==> src/pkg/scs_pkg.sv <==
// package of offsets, field positions, reset values and timing constants for the clock register bank
`default_nettype none
package scs_pkg;
  // bus geometry
  localparam int unsigned ADDR_W          = 12;         // byte address width on the register bus
  localparam int unsigned DATA_W          = 32;         // register bus data width
  localparam int unsigned REG_W           = 8;          // one byte per register; the interrupt status and mask keep only two bits
  // register indices; byte address is four times the index
  localparam logic [9:0]  IDX_CLK_CTRL0   = 10'h030;    // clock control 0, holds the clear bits
  localparam logic [9:0]  IDX_CLK_STATUS  = 10'h031;    // clock generator status (read only)
  localparam logic [9:0]  IDX_CLK_CTRL2   = 10'h032;    // clock_gen_control_2
  localparam logic [9:0]  IDX_ANALOG_MISC_CONTROL    = 10'h033;    // analog_misc_control
  localparam logic [9:0]  IDX_CLAMP       = 10'h034;    // input_clamp_control
  localparam logic [9:0]  IDX_SERIALIZER_CONFIG     = 10'h040;    // serializer_config
  localparam logic [9:0]  IDX_IRQ_STATUS  = 10'h0f0;    // sticky event bits, write one to clear
  localparam logic [9:0]  IDX_IRQ_MASK    = 10'h0f1;    // interrupt enables, same layout
  // reset values
  localparam logic [7:0]  RST_CLK_CTRL0   = 8'hc0;
  localparam logic [7:0]  RST_CLK_CTRL2   = 8'h80;
  localparam logic [7:0]  RST_ANALOG_MISC_CONTROL    = 8'hc3;
  localparam logic [7:0]  RST_CLAMP       = 8'h2f;
  localparam logic [7:0]  RST_SERIALIZER_CONFIG     = 8'h04;
  localparam logic [1:0]  RST_IRQ_MASK    = 2'h0;
  // fixed low pattern of the status register
  localparam logic [5:0]  STATUS_FIXED    = 6'h07;
  // field positions
  localparam int unsigned POS_EDGE_SEEN   = 7;          // status: reference edge seen
  localparam int unsigned POS_MARGINAL    = 6;          // status: marginal capture
  localparam int unsigned POS_EDGE_CLR    = 5;          // ctrl0: edge_flag_clear
  localparam int unsigned POS_MARG_CLR    = 4;          // ctrl0: marginal_flag_clear
  localparam int unsigned POS_SYNC_PD     = 2;          // analog_misc_control: diff_sync_rx_powerdown
  localparam int unsigned POS_CLAMP_EN    = 5;          // clamp: active clamp enable
  localparam int unsigned FLD_LSB         = 0;          // low nibble fields start here
  localparam int unsigned FLD_NIB_W       = 4;          // delay and pre-emphasis width
  // interrupt bit layout
  localparam int unsigned IRQ_EDGE        = 0;
  localparam int unsigned IRQ_MARG        = 1;
  localparam int unsigned NUM_FLAGS       = 2;
  // timing
  localparam int unsigned CLK_PERIOD_NS   = 50;         // aclk at 20 MHz
  localparam int unsigned REF_STEP_PS     = 20;         // nominal delay per step of the delay field
  localparam int unsigned MARGIN_NS       = 100;        // window after a device clock edge
  localparam int unsigned MARGIN_CYC      = (MARGIN_NS + CLK_PERIOD_NS - 1) / CLK_PERIOD_NS;
  // bus responses
  localparam logic [1:0]  RESP_OKAY       = 2'h0;
  localparam logic [1:0]  RESP_SLVERR     = 2'h2;
endpackage
`default_nettype wire

==> src/rtl/scs_flag_clear.sv <==
// sticky status flag cleared by a one-then-zero sequence on its clear bit
`timescale 1ns/10ps
`default_nettype none
module scs_flag_clear
  import scs_pkg::*;
(
  input  wire logic aclk,        // system clock
  input  wire logic aresetn,     // synchronous reset, active low
  input  wire logic set_event,   // one-cycle qualifying event
  input  wire logic clear_bit,   // software clear control bit
  output logic      flag         // sticky flag
);

  logic clear_prev;              // clear bit one cycle ago
  logic next_flag;               // next flag value
  logic next_clear_prev;         // next delayed clear bit

  // the clear finishes on the one-to-zero step; a new event in that cycle still wins
  always_comb
  begin
    next_clear_prev = clear_bit;
    next_flag       = set_event | (flag & ~(clear_prev & ~clear_bit)); // see [RULE14]
  end

  // registers only
  always_ff @(posedge aclk)
  begin
    if (!aresetn)
    begin
      flag       <= 1'b0;
      clear_prev <= 1'b0;
    end
    else
    begin
      flag       <= next_flag;
      clear_prev <= next_clear_prev;
    end
  end

endmodule // scs_flag_clear
`default_nettype wire

==> src/rtl/scs_clock_regs.sv <==
// reference pulse status and clock/serializer control register bank with AXI4-Lite access
// Function
// [RULE1] set edge-seen flag on reference rising edge
// [RULE2] software clears edge flag: write one, zero
// [RULE3] flag reference edges too near device clock
// [RULE4] software clears marginal flag: write one, zero
// [RULE5] software uses realignment flag during timing sweeps
// [RULE6] status low six bits read 000111b
// [RULE7] 4-bit reference delay, 20 ps steps, reset 0
// [RULE8] bit 2 powers down differential sync receiver
// [RULE9] sync receiver also serves time-stamp input
// [RULE10] software keeps receiver powered while in use
// [RULE11] clamp enable bit 5, resets to one
// [RULE12] 4-bit pre-emphasis field, resets to four
// [RULE13] clear bits at control0 bits 5, 4
// [RULE14] flags hold until clear completes; set wins
//
// The AXI4-Lite slave port is this design's own decision.
`timescale 1ns/10ps
`default_nettype none
module scs_clock_regs
  import scs_pkg::*;
(
  input  wire logic              aclk,                   // system clock, 20 MHz
  input  wire logic              aresetn,                // synchronous reset, active low
  // AXI4-Lite write address
  input  wire logic              awvalid,
  output logic                   awready,
  input  wire logic [ADDR_W-1:0] awaddr,
  input  wire logic [2:0]        awprot,
  // AXI4-Lite write data
  input  wire logic              wvalid,
  output logic                   wready,
  input  wire logic [DATA_W-1:0] wdata,
  input  wire logic [3:0]        wstrb,
  // AXI4-Lite write response
  output logic                   bvalid,
  input  wire logic              bready,
  output logic [1:0]             bresp,
  // AXI4-Lite read address
  input  wire logic              arvalid,
  output logic                   arready,
  input  wire logic [ADDR_W-1:0] araddr,
  input  wire logic [2:0]        arprot,
  // AXI4-Lite read data
  output logic                   rvalid,
  input  wire logic              rready,
  output logic [DATA_W-1:0]      rdata,
  output logic [1:0]             rresp,
  // pins
  input  wire logic              sysref_in,              // reference pulse pin
  input  wire logic              device_clock_input,     // device clock pin, sampled
  input  wire logic              diff_sync_rx_in,        // differential sync receiver pin
  // controls to the analog side
  output logic [FLD_NIB_W-1:0]   ref_pulse_delay_steps,  // reference delay in steps
  output logic                   diff_sync_rx_powerdown, // high powers the receiver down
  output logic                   input_clamp_enable,     // active input clamp on
  output logic [FLD_NIB_W-1:0]   serializer_preemphasis, // output driver boost
  output logic                   sync_rx_data,           // receiver output for sync use
  output logic                   timestamp_rx_data,      // same receiver for time-stamp use
  output logic                   irq                     // level interrupt
);

  // synchronisers: stage one is read only by stage two
  logic [2:0] pin_s1;            // first stage for sysref, device_clock_input, sync
  logic [2:0] pin_s2;            // second stage, safe to read
  logic [1:0] pin_s3;            // history for edge detection of sysref and device_clock_input
  always_ff @(posedge aclk)
  begin
    if (!aresetn)
    begin
      pin_s1 <= 3'h0;
      pin_s2 <= 3'h0;
      pin_s3 <= 2'h0;
    end
    else
    begin
      pin_s1 <= {diff_sync_rx_in, device_clock_input, sysref_in};
      pin_s2 <= pin_s1;
      pin_s3 <= pin_s2[1:0];
    end
  end

  logic ref_rise;                // reference rising edge seen this cycle
  logic dev_rise;                // device clock rising edge seen this cycle
  assign ref_rise = pin_s2[0] & ~pin_s3[0];
  assign dev_rise = pin_s2[1] & ~pin_s3[1];

  // cycles since the last device clock edge; saturates so it never wraps into the window
  logic [7:0] since_dev;
  logic [7:0] next_since_dev;
  logic       marginal_evt;      // reference edge inside the device clock window
  always_comb
  begin
    next_since_dev = since_dev;
    if (dev_rise)
      next_since_dev = 8'h00;
    else if (since_dev != 8'hff)
      next_since_dev = since_dev + 8'h01;
    // sampled clock limits resolution; edges within the window count as unsafe
    marginal_evt = ref_rise & (dev_rise | (since_dev < 8'(MARGIN_CYC))); // see [RULE3]
  end

  always_ff @(posedge aclk)
  begin
    if (!aresetn)
      since_dev <= 8'hff;
    else
      since_dev <= next_since_dev;
  end

  // software registers
  logic [REG_W-1:0]     ctrl0;       // clock control 0
  logic [REG_W-1:0]     ctrl2;       // clock_gen_control_2
  logic [REG_W-1:0]     analog_misc_control;    // analog_misc_control
  logic [REG_W-1:0]     clamp;       // input_clamp_control
  logic [REG_W-1:0]     serializer_config;     // serializer_config
  logic [NUM_FLAGS-1:0] irq_status;  // sticky interrupt events
  logic [NUM_FLAGS-1:0] irq_mask;    // interrupt enables

  // status flags, one sticky unit per flag
  logic [NUM_FLAGS-1:0] flag_set;    // set events per flag
  logic [NUM_FLAGS-1:0] flag_clr;    // clear control bits per flag
  logic [NUM_FLAGS-1:0] flags;       // current flags
  assign flag_set[IRQ_EDGE] = ref_rise;                 // see [RULE1]
  assign flag_set[IRQ_MARG] = marginal_evt;             // see [RULE3]
  assign flag_clr[IRQ_EDGE] = ctrl0[POS_EDGE_CLR];      // see [RULE13]
  assign flag_clr[IRQ_MARG] = ctrl0[POS_MARG_CLR];      // see [RULE13]

  genvar gi;
  generate
    for (gi = 0; gi < NUM_FLAGS; gi++)
    begin : g_flag
      scs_flag_clear u_flag (
        .aclk      (aclk),
        .aresetn   (aresetn),
        .set_event (flag_set[gi]),
        .clear_bit (flag_clr[gi]),
        .flag      (flags[gi])
      );
    end
  endgenerate

  // status register image; low bits are fixed
  logic [REG_W-1:0] status_img;
  assign status_img = {flags[IRQ_EDGE], flags[IRQ_MARG], STATUS_FIXED}; // see [RULE6]

  // write channel state
  logic              aw_held;          // write address captured
  logic              w_held;           // write data captured
  logic [9:0]        aw_idx;           // captured register index
  logic [REG_W-1:0]  w_byte;           // captured low data byte
  logic              w_lane0;          // low byte lane enabled
  logic              next_aw_held;
  logic              next_w_held;
  logic [9:0]        next_aw_idx;
  logic [REG_W-1:0]  next_w_byte;
  logic              next_w_lane0;
  logic              next_awready;
  logic              next_wready;
  logic              next_bvalid;
  logic [1:0]        next_bresp;
  logic              do_write;         // both halves present, commit this cycle

  // register state next values
  logic [REG_W-1:0]     next_ctrl0;
  logic [REG_W-1:0]     next_ctrl2;
  logic [REG_W-1:0]     next_analog_misc_control;
  logic [REG_W-1:0]     next_clamp;
  logic [REG_W-1:0]     next_serializer_config;
  logic [NUM_FLAGS-1:0] next_irq_status;
  logic [NUM_FLAGS-1:0] next_irq_mask;
  logic [NUM_FLAGS-1:0] irq_w1c;       // bits software clears this cycle
  logic                 wr_hit;        // write index is mapped

  // write path: address and data may arrive in either order; response follows both
  always_comb
  begin
    next_aw_held  = aw_held;
    next_w_held   = w_held;
    next_aw_idx   = aw_idx;
    next_w_byte   = w_byte;
    next_w_lane0  = w_lane0;
    next_bvalid   = bvalid;
    next_bresp    = bresp;
    if (awvalid && awready)
    begin
      next_aw_held = 1'b1;
      next_aw_idx  = awaddr[ADDR_W-1:2];
    end
    if (wvalid && wready)
    begin
      next_w_held  = 1'b1;
      next_w_byte  = wdata[REG_W-1:0];
      next_w_lane0 = wstrb[0];
    end
    if (bvalid && bready)
      next_bvalid = 1'b0;
    do_write = aw_held && w_held && !bvalid;
    case (aw_idx)
      IDX_CLK_CTRL0, IDX_CLK_STATUS, IDX_CLK_CTRL2, IDX_ANALOG_MISC_CONTROL,
      IDX_CLAMP, IDX_SERIALIZER_CONFIG, IDX_IRQ_STATUS, IDX_IRQ_MASK: wr_hit = 1'b1;
      default:                                             wr_hit = 1'b0;
    endcase
    if (do_write)
    begin
      next_aw_held = 1'b0;
      next_w_held  = 1'b0;
      next_bvalid  = 1'b1;
      next_bresp   = wr_hit ? RESP_OKAY : RESP_SLVERR;
    end
    // one write at a time: stop taking halves until the response is gone
    next_awready = !next_aw_held && !next_bvalid;
    next_wready  = !next_w_held && !next_bvalid;
  end

  // register updates; only the low byte lane carries data, status writes are dropped
  always_comb
  begin
    next_ctrl0    = ctrl0;
    next_ctrl2    = ctrl2;
    next_analog_misc_control = analog_misc_control;
    next_clamp    = clamp;
    next_serializer_config  = serializer_config;
    next_irq_mask = irq_mask;
    irq_w1c       = '0;
    if (do_write && w_lane0)
    begin
      case (aw_idx)
        IDX_CLK_CTRL0:  next_ctrl0    = w_byte;                    // see [RULE13]
        IDX_CLK_CTRL2:  next_ctrl2    = w_byte;                    // see [RULE7]
        IDX_ANALOG_MISC_CONTROL:   next_analog_misc_control = w_byte;                    // see [RULE8]
        IDX_CLAMP:      next_clamp    = w_byte;                    // see [RULE11]
        IDX_SERIALIZER_CONFIG:    next_serializer_config  = w_byte;                    // see [RULE12]
        IDX_IRQ_STATUS: irq_w1c       = w_byte[NUM_FLAGS-1:0];
        IDX_IRQ_MASK:   next_irq_mask = w_byte[NUM_FLAGS-1:0];
        default:        irq_w1c       = '0;                        // read-only or unmapped
      endcase
    end
    // a new event in the clearing cycle survives
    next_irq_status = (irq_status & ~irq_w1c) | flag_set;
  end

  // read channel next values
  logic              next_arready;
  logic              next_rvalid;
  logic [DATA_W-1:0] next_rdata;
  logic [1:0]        next_rresp;
  logic [9:0]        ar_idx;           // index of the read address
  logic [REG_W-1:0]  rd_byte;          // selected register byte
  logic              rd_hit;           // read index is mapped

  // read path: answer one cycle after the address is taken
  always_comb
  begin
    ar_idx       = araddr[ADDR_W-1:2];
    next_arready = arready;
    next_rvalid  = rvalid;
    next_rdata   = rdata;
    next_rresp   = rresp;
    rd_hit       = 1'b1;
    case (ar_idx)
      IDX_CLK_CTRL0:  rd_byte = ctrl0;
      IDX_CLK_STATUS: rd_byte = status_img;                          // see [RULE6]
      IDX_CLK_CTRL2:  rd_byte = ctrl2;
      IDX_ANALOG_MISC_CONTROL:   rd_byte = analog_misc_control;
      IDX_CLAMP:      rd_byte = clamp;
      IDX_SERIALIZER_CONFIG:    rd_byte = serializer_config;
      IDX_IRQ_STATUS: rd_byte = {{(REG_W-NUM_FLAGS){1'b0}}, irq_status};
      IDX_IRQ_MASK:   rd_byte = {{(REG_W-NUM_FLAGS){1'b0}}, irq_mask};
      default:
      begin
        rd_byte = 8'h00;
        rd_hit  = 1'b0;
      end
    endcase
    if (arvalid && arready)
    begin
      next_arready = 1'b0;
      next_rvalid  = 1'b1;
      next_rdata   = {{(DATA_W-REG_W){1'b0}}, rd_byte};
      next_rresp   = rd_hit ? RESP_OKAY : RESP_SLVERR;
    end
    else if (rvalid && rready)
    begin
      next_rvalid  = 1'b0;
      next_arready = 1'b1;
    end
  end

  // output images; all registered so the ports come from flip-flops
  logic next_sync_data;
  logic next_ts_data;
  logic next_irq;
  always_comb
  begin
    // a powered-down receiver gives a quiet low on both users
    next_sync_data = pin_s2[2] & ~analog_misc_control[POS_SYNC_PD];             // see [RULE8]
    next_ts_data   = pin_s2[2] & ~analog_misc_control[POS_SYNC_PD];             // see [RULE9]
    next_irq       = |(next_irq_status & next_irq_mask);
  end

  // bus, software register and output state; synchronisers, since_dev and flags live elsewhere
  always_ff @(posedge aclk)
  begin
    if (!aresetn)
    begin
      aw_held    <= 1'b0;
      w_held     <= 1'b0;
      aw_idx     <= 10'h000;
      w_byte     <= 8'h00;
      w_lane0    <= 1'b0;
      awready    <= 1'b0;
      wready     <= 1'b0;
      bvalid     <= 1'b0;
      bresp      <= RESP_OKAY;
      arready    <= 1'b0;
      rvalid     <= 1'b0;
      rdata      <= 32'h0000_0000;
      rresp      <= RESP_OKAY;
      ctrl0      <= RST_CLK_CTRL0;
      ctrl2      <= RST_CLK_CTRL2;
      analog_misc_control   <= RST_ANALOG_MISC_CONTROL;
      clamp      <= RST_CLAMP;
      serializer_config    <= RST_SERIALIZER_CONFIG;
      irq_status <= '0;
      irq_mask   <= RST_IRQ_MASK;
      irq        <= 1'b0;
      sync_rx_data      <= 1'b0;
      timestamp_rx_data <= 1'b0;
    end
    else
    begin
      aw_held    <= next_aw_held;
      w_held     <= next_w_held;
      aw_idx     <= next_aw_idx;
      w_byte     <= next_w_byte;
      w_lane0    <= next_w_lane0;
      awready    <= next_awready;
      wready     <= next_wready;
      bvalid     <= next_bvalid;
      bresp      <= next_bresp;
      // ready comes up the cycle after reset release
      arready    <= next_arready | (!arready && !rvalid);
      rvalid     <= next_rvalid;
      rdata      <= next_rdata;
      rresp      <= next_rresp;
      ctrl0      <= next_ctrl0;
      ctrl2      <= next_ctrl2;
      analog_misc_control   <= next_analog_misc_control;
      clamp      <= next_clamp;
      serializer_config    <= next_serializer_config;
      irq_status <= next_irq_status;
      irq_mask   <= next_irq_mask;
      irq        <= next_irq;
      sync_rx_data      <= next_sync_data;
      timestamp_rx_data <= next_ts_data;
    end
  end

  // field outputs straight from the register flip-flops
  assign ref_pulse_delay_steps  = ctrl2[FLD_LSB +: FLD_NIB_W];        // see [RULE7]
  assign diff_sync_rx_powerdown = analog_misc_control[POS_SYNC_PD];              // see [RULE8]
  assign input_clamp_enable     = clamp[POS_CLAMP_EN];                // see [RULE11]
  assign serializer_preemphasis = serializer_config[FLD_LSB +: FLD_NIB_W];      // see [RULE12]

endmodule // scs_clock_regs
`default_nettype wire

==> config.mk <==
export PLATFORM = sky130hd
export DESIGN_NAME = scs_clock_regs
export DESIGN_NICKNAME = d
export VERILOG_FILES = /design/src/pkg/scs_pkg.sv /design/src/rtl/scs_flag_clear.sv /design/src/rtl/scs_clock_regs.sv
export SDC_FILE = /design/constraint.sdc
export NUM_CORES = 1
export LEC_CHECK = 0
export ABC_CLOCK_PERIOD_IN_PS = 5100
export BUFFER_PORTS_ARGS = -buffer_cell sky130_fd_sc_hd__clkbuf_2
export CORE_MARGIN = 2
export CORE_UTILIZATION = 56
export DETAILED_ROUTE_END_ITERATION = 8
export PLACE_DENSITY = 0.85
export REMOVE_ABC_BUFFERS = 1
export SLEW_MARGIN = 20
export SYNTH_ARGS = -nofsm -noshare
export SYNTH_HDL_FRONTEND = slang
export SYNTH_SLANG_ARGS = --single-unit
==> constraint.sdc <==
create_clock -name aclk -period 5.1 [get_ports aclk]
set_input_delay 1.02 -clock aclk [delete_from_list [all_inputs] [get_ports aclk]]
set_output_delay 1.02 -clock aclk [all_outputs]
set_load 0.03 [all_outputs]
==> run_summary.xml <==
<?xml version="1.0" encoding="UTF-8"?>
<metrics>
  <group name="outcome">
    <metric name="result_of_the_run" unit="">finished clean</metric>
  </group>
  <group name="finish">
    <metric name="n_antenna_cell" unit="">0</metric>
    <metric name="finalCoreUtilization" unit="%">62.1</metric>
    <metric name="num-fill-cells" unit="">686</metric>
    <metric name="largest_register_ff_count" unit="">10</metric>
    <metric name="multi_input_comb_area" unit="mm^2">0.00227</metric>
    <metric name="max_flop_register" unit="">aw_idx</metric>
    <metric name="drive_above_1_share" unit="%">17.0</metric>
    <metric name="final_cell_mix" unit="">dfxtp_1 (102), nand2_1 (89), clkbuf_2 (66)</metric>
    <metric name="sequential_cell_area" unit="mm^2">0.00204</metric>
    <metric name="areaGrowthSynthToFinish" unit="%">8.60</metric>
    <metric name="layout.nets" unit="">649</metric>
    <metric name="layout_commonest_cell" unit="">dfxtp_1</metric>
  </group>
  <group name="worst_setup_path">
    <metric name="crit-reg2reg-launch" unit="">aw_idx[7]</metric>
    <metric name="reg2reg_depth" unit="">5</metric>
    <metric name="crit_fanout" unit="">18</metric>
    <metric name="worstSetupPathType" unit="">in2reg</metric>
    <metric name="start_kind" unit="">input pin</metric>
    <metric name="timing.rr.end" unit="">analog_misc_control[0]</metric>
    <metric name="arrival_time_at_the_worst_endpoint" unit="ns">2.73</metric>
    <metric name="r2r_slack" unit="ns">2.82</metric>
    <metric name="worst-endpoint-required" unit="ns">5.41</metric>
    <metric name="worstSetupEndpointType" unit="">register</metric>
  </group>
  <group name="logic_synthesis">
    <metric name="share_of_flip_flops_with_an_asynchronous_set_or_reset" unit="%">0</metric>
    <metric name="synth_seq_area_share" unit="%">44.1</metric>
    <metric name="synthDistinctLibCells" unit="">60</metric>
    <metric name="post-synth-top-area-fraction" unit="%">44.1</metric>
    <metric name="synth_edf_count" unit="">0</metric>
    <metric name="synth-main-ff-cell" unit="">dfxtp_1</metric>
    <metric name="avgSynthCellArea" unit="um^2">8.72</metric>
    <metric name="synthDominantAreaCellType" unit="">dfxtp_1</metric>
    <metric name="synth_seq_cells" unit="">102</metric>
    <metric name="ys_top_cells_by_area" unit="">dfxtp_1 (44%), nand2_1 (7.2%), mux2i_1 (6.1%)</metric>
    <metric name="syn-cell-area" unit="mm^2">0.00463</metric>
    <metric name="synth-warning-count" unit="">0</metric>
    <metric name="netlist_instances" unit="">531</metric>
  </group>
  <group name="grt">
    <metric name="remaining_global_route_overflow" unit="">0</metric>
    <metric name="grt_busiest_layer" unit="">met2</metric>
    <metric name="global_route_wire_length_before_repair" unit="um">16000</metric>
    <metric name="groute.usage.overall" unit="%">22.2</metric>
    <metric name="grt_antenna_before_repair" unit="">0</metric>
    <metric name="gr-usage-met3" unit="%">4.39</metric>
    <metric name="globalRouteMet1Util" unit="%">28.5</metric>
    <metric name="grt_max_degree" unit="">56</metric>
    <metric name="grt.met2_usage" unit="%">36.8</metric>
    <metric name="first_global_vias" unit="">3502</metric>
  </group>
  <group name="sta">
    <metric name="timing.setup.tns" unit="ns">0</metric>
    <metric name="tightest_slew" unit="ns">0.690</metric>
    <metric name="fin_ws" unit="ns">2.68</metric>
    <metric name="final-hold-violation-count" unit="">0</metric>
    <metric name="timing.final.setup_violations" unit="">0</metric>
    <metric name="rsz0062_at_grt" unit="">no</metric>
    <metric name="relSlewSlack" unit="%">53.8</metric>
    <metric name="fin_worst_skew" unit="ns">0.0163</metric>
    <metric name="timing.final.crit_share" unit="%">47.5</metric>
    <metric name="fmaxAchievable" unit="GHz">0.413</metric>
    <metric name="fin_crit" unit="ns">2.42</metric>
    <metric name="final-max-slew-violation-count" unit="">0</metric>
  </group>
  <group name="clocking">
    <metric name="cts_setup_buffers" unit="">0</metric>
    <metric name="clock_sinks" unit="">102</metric>
    <metric name="post_cts_hold_buffer_count" unit="">0</metric>
    <metric name="ctsLongestPathBuffers" unit="">2</metric>
    <metric name="clock_latency_late_sink" unit="ns">0.36</metric>
    <metric name="ctsRootBufferMaster" unit="">clkbuf_8</metric>
    <metric name="tritoncts.num_buffers" unit="">9</metric>
    <metric name="path_clk_slew" unit="ns">0.10</metric>
    <metric name="h-tree-depth" unit="">3</metric>
    <metric name="post_cts_resized" unit="">0</metric>
    <metric name="tritoncts" unit="">yes</metric>
  </group>
  <group name="floorplan">
    <metric name="die-area" unit="mm^2">0.00901</metric>
    <metric name="num_io_pins" unit="">130</metric>
    <metric name="die-width" unit="um">94.9</metric>
    <metric name="initial_core_util" unit="%">57.2</metric>
    <metric name="placementRows" unit="">33</metric>
    <metric name="core_box_area" unit="mm^2">0.00809</metric>
    <metric name="fp.dieH" unit="um">94.9</metric>
  </group>
  <group name="route">
    <metric name="num_vias" unit="">3809</metric>
    <metric name="remaining_drc_errors" unit="">0</metric>
    <metric name="post_drt_wl_per_cell" unit="um">14.0</metric>
    <metric name="firstDrtPassIters" unit="">5</metric>
    <metric name="drt_first_iter_violations" unit="">258</metric>
    <metric name="routed_wirelength" unit="um">9540</metric>
    <metric name="detail_route_antenna_nets" unit="">0</metric>
    <metric name="routed_via_density" unit="">5.59</metric>
  </group>
  <group name="power">
    <metric name="power_density" unit="mW/mm^2">331</metric>
    <metric name="p_leak" unit="uW">0.00209</metric>
    <metric name="vdd_drop_max" unit="mV">0.182</metric>
  </group>
  <group name="place">
    <metric name="place_congestion" unit="">0.902</metric>
    <metric name="port_bufs" unit="">66</metric>
    <metric name="detailedPlace.worstSlack" unit="ns">2.33</metric>
    <metric name="post-dp-hpwl" unit="um">6940</metric>
  </group>
  <group name="min_path">
    <metric name="timing.hold.worst_path_depth" unit="">2</metric>
    <metric name="min_delay_worst_endpoint" unit="">timestamp_rx_data</metric>
    <metric name="hold_start" unit="">pin_s2[2]</metric>
    <metric name="hold_class" unit="">reg2reg</metric>
  </group>
  <group name="run">
    <metric name="cap_violations" unit="">0</metric>
  </group>
</metrics>
## power by group
part / total [uW] / switching, uW / internal, uW
combinational: 249 / 150 / 99.2
clock: 531 / 292 / 239
sequential: 885 / 44.9 / 840
## critical path, cell delays in order
cell and delay (ns):
clkbuf_2 0.25, or4_4 0.51, nor3_1 0.24, nand3_1 0.18, a21oi_1 0.35, a22o_1 0.19
## per-layer routing
layer | vias to the layer above | part of all wire [%]
li1 | 1868 | -
met1 | 1766 | 44
met2 | 153 | 47
met3 | 22 | 6.2
met4 | 0 | 2.0
met5 | - | 0
## cell type report
class	instances	share of cell area, %
clock buffers	9	2.46
well taps	105	2.61
repair buffers	68	6.87
clock inverters	7	1.82
flip-flops and latches	102	40.6
inverters	7	0.523
multi-input cells	384	45.1
## worst max path at each step
stage                     from       end  slack [ns]
floorplan           araddr[11]  rdata[0]        2.69
CTS                  araddr[4]  rdata[1]        2.70
global route         araddr[4]  rdata[0]        2.55
finish               araddr[4]  rdata[1]        2.68
detailed placement   araddr[4]  rdata[1]        2.33
global placement     araddr[4]  rdata[6]        2.42
## per-stage QoR
| stage | instance area (um^2) | std cells | hold slack (ns) | power [uW] |
|---|---|---|---|---|
| finish | 5030 | 682 | 0.421 | 1670 |
| global placement | 4810 | 666 | 0.398 | 1130 |
| floorplan | 4330 | 493 | 0.395 | 1070 |
| detailed placement | 4810 | 666 | 0.409 | 1150 |
| global route | 5030 | 682 | 0.455 | 1740 |
| CTS | 5030 | 682 | 0.422 | 1670 |
## Yosys cell counts, types with 3 or more instances
library cell / count
dfxtp_1: 102
nand2_1: 89
o21ai_0: 45
buf_4: 37
a21boi_0: 31
nand3_1: 29
mux2i_1: 28
clkbuf_1: 18
nor2_1: 18
nor2b_1: 15
and2_1: 13
a21oi_1: 9
inv_1: 7
nor3_1: 7
a22o_1: 6
and3_1: 6
a32oi_1: 4
buf_2: 4
nand2b_1: 4
buf_1: 3
nand4_1: 3
## logic make-up after synthesis
kind of cell	share of synthesized area [%]
DFF	44.1
xor gates and xnor gates	0.379
AOI/OAI and AO/OA	15.9
and+or+nand+nor	23.0
muxes	7.27
adders and majority gates	0.270
other	0.0810
buffers and inverters	8.95
Power figures use the tool's default switching activity.
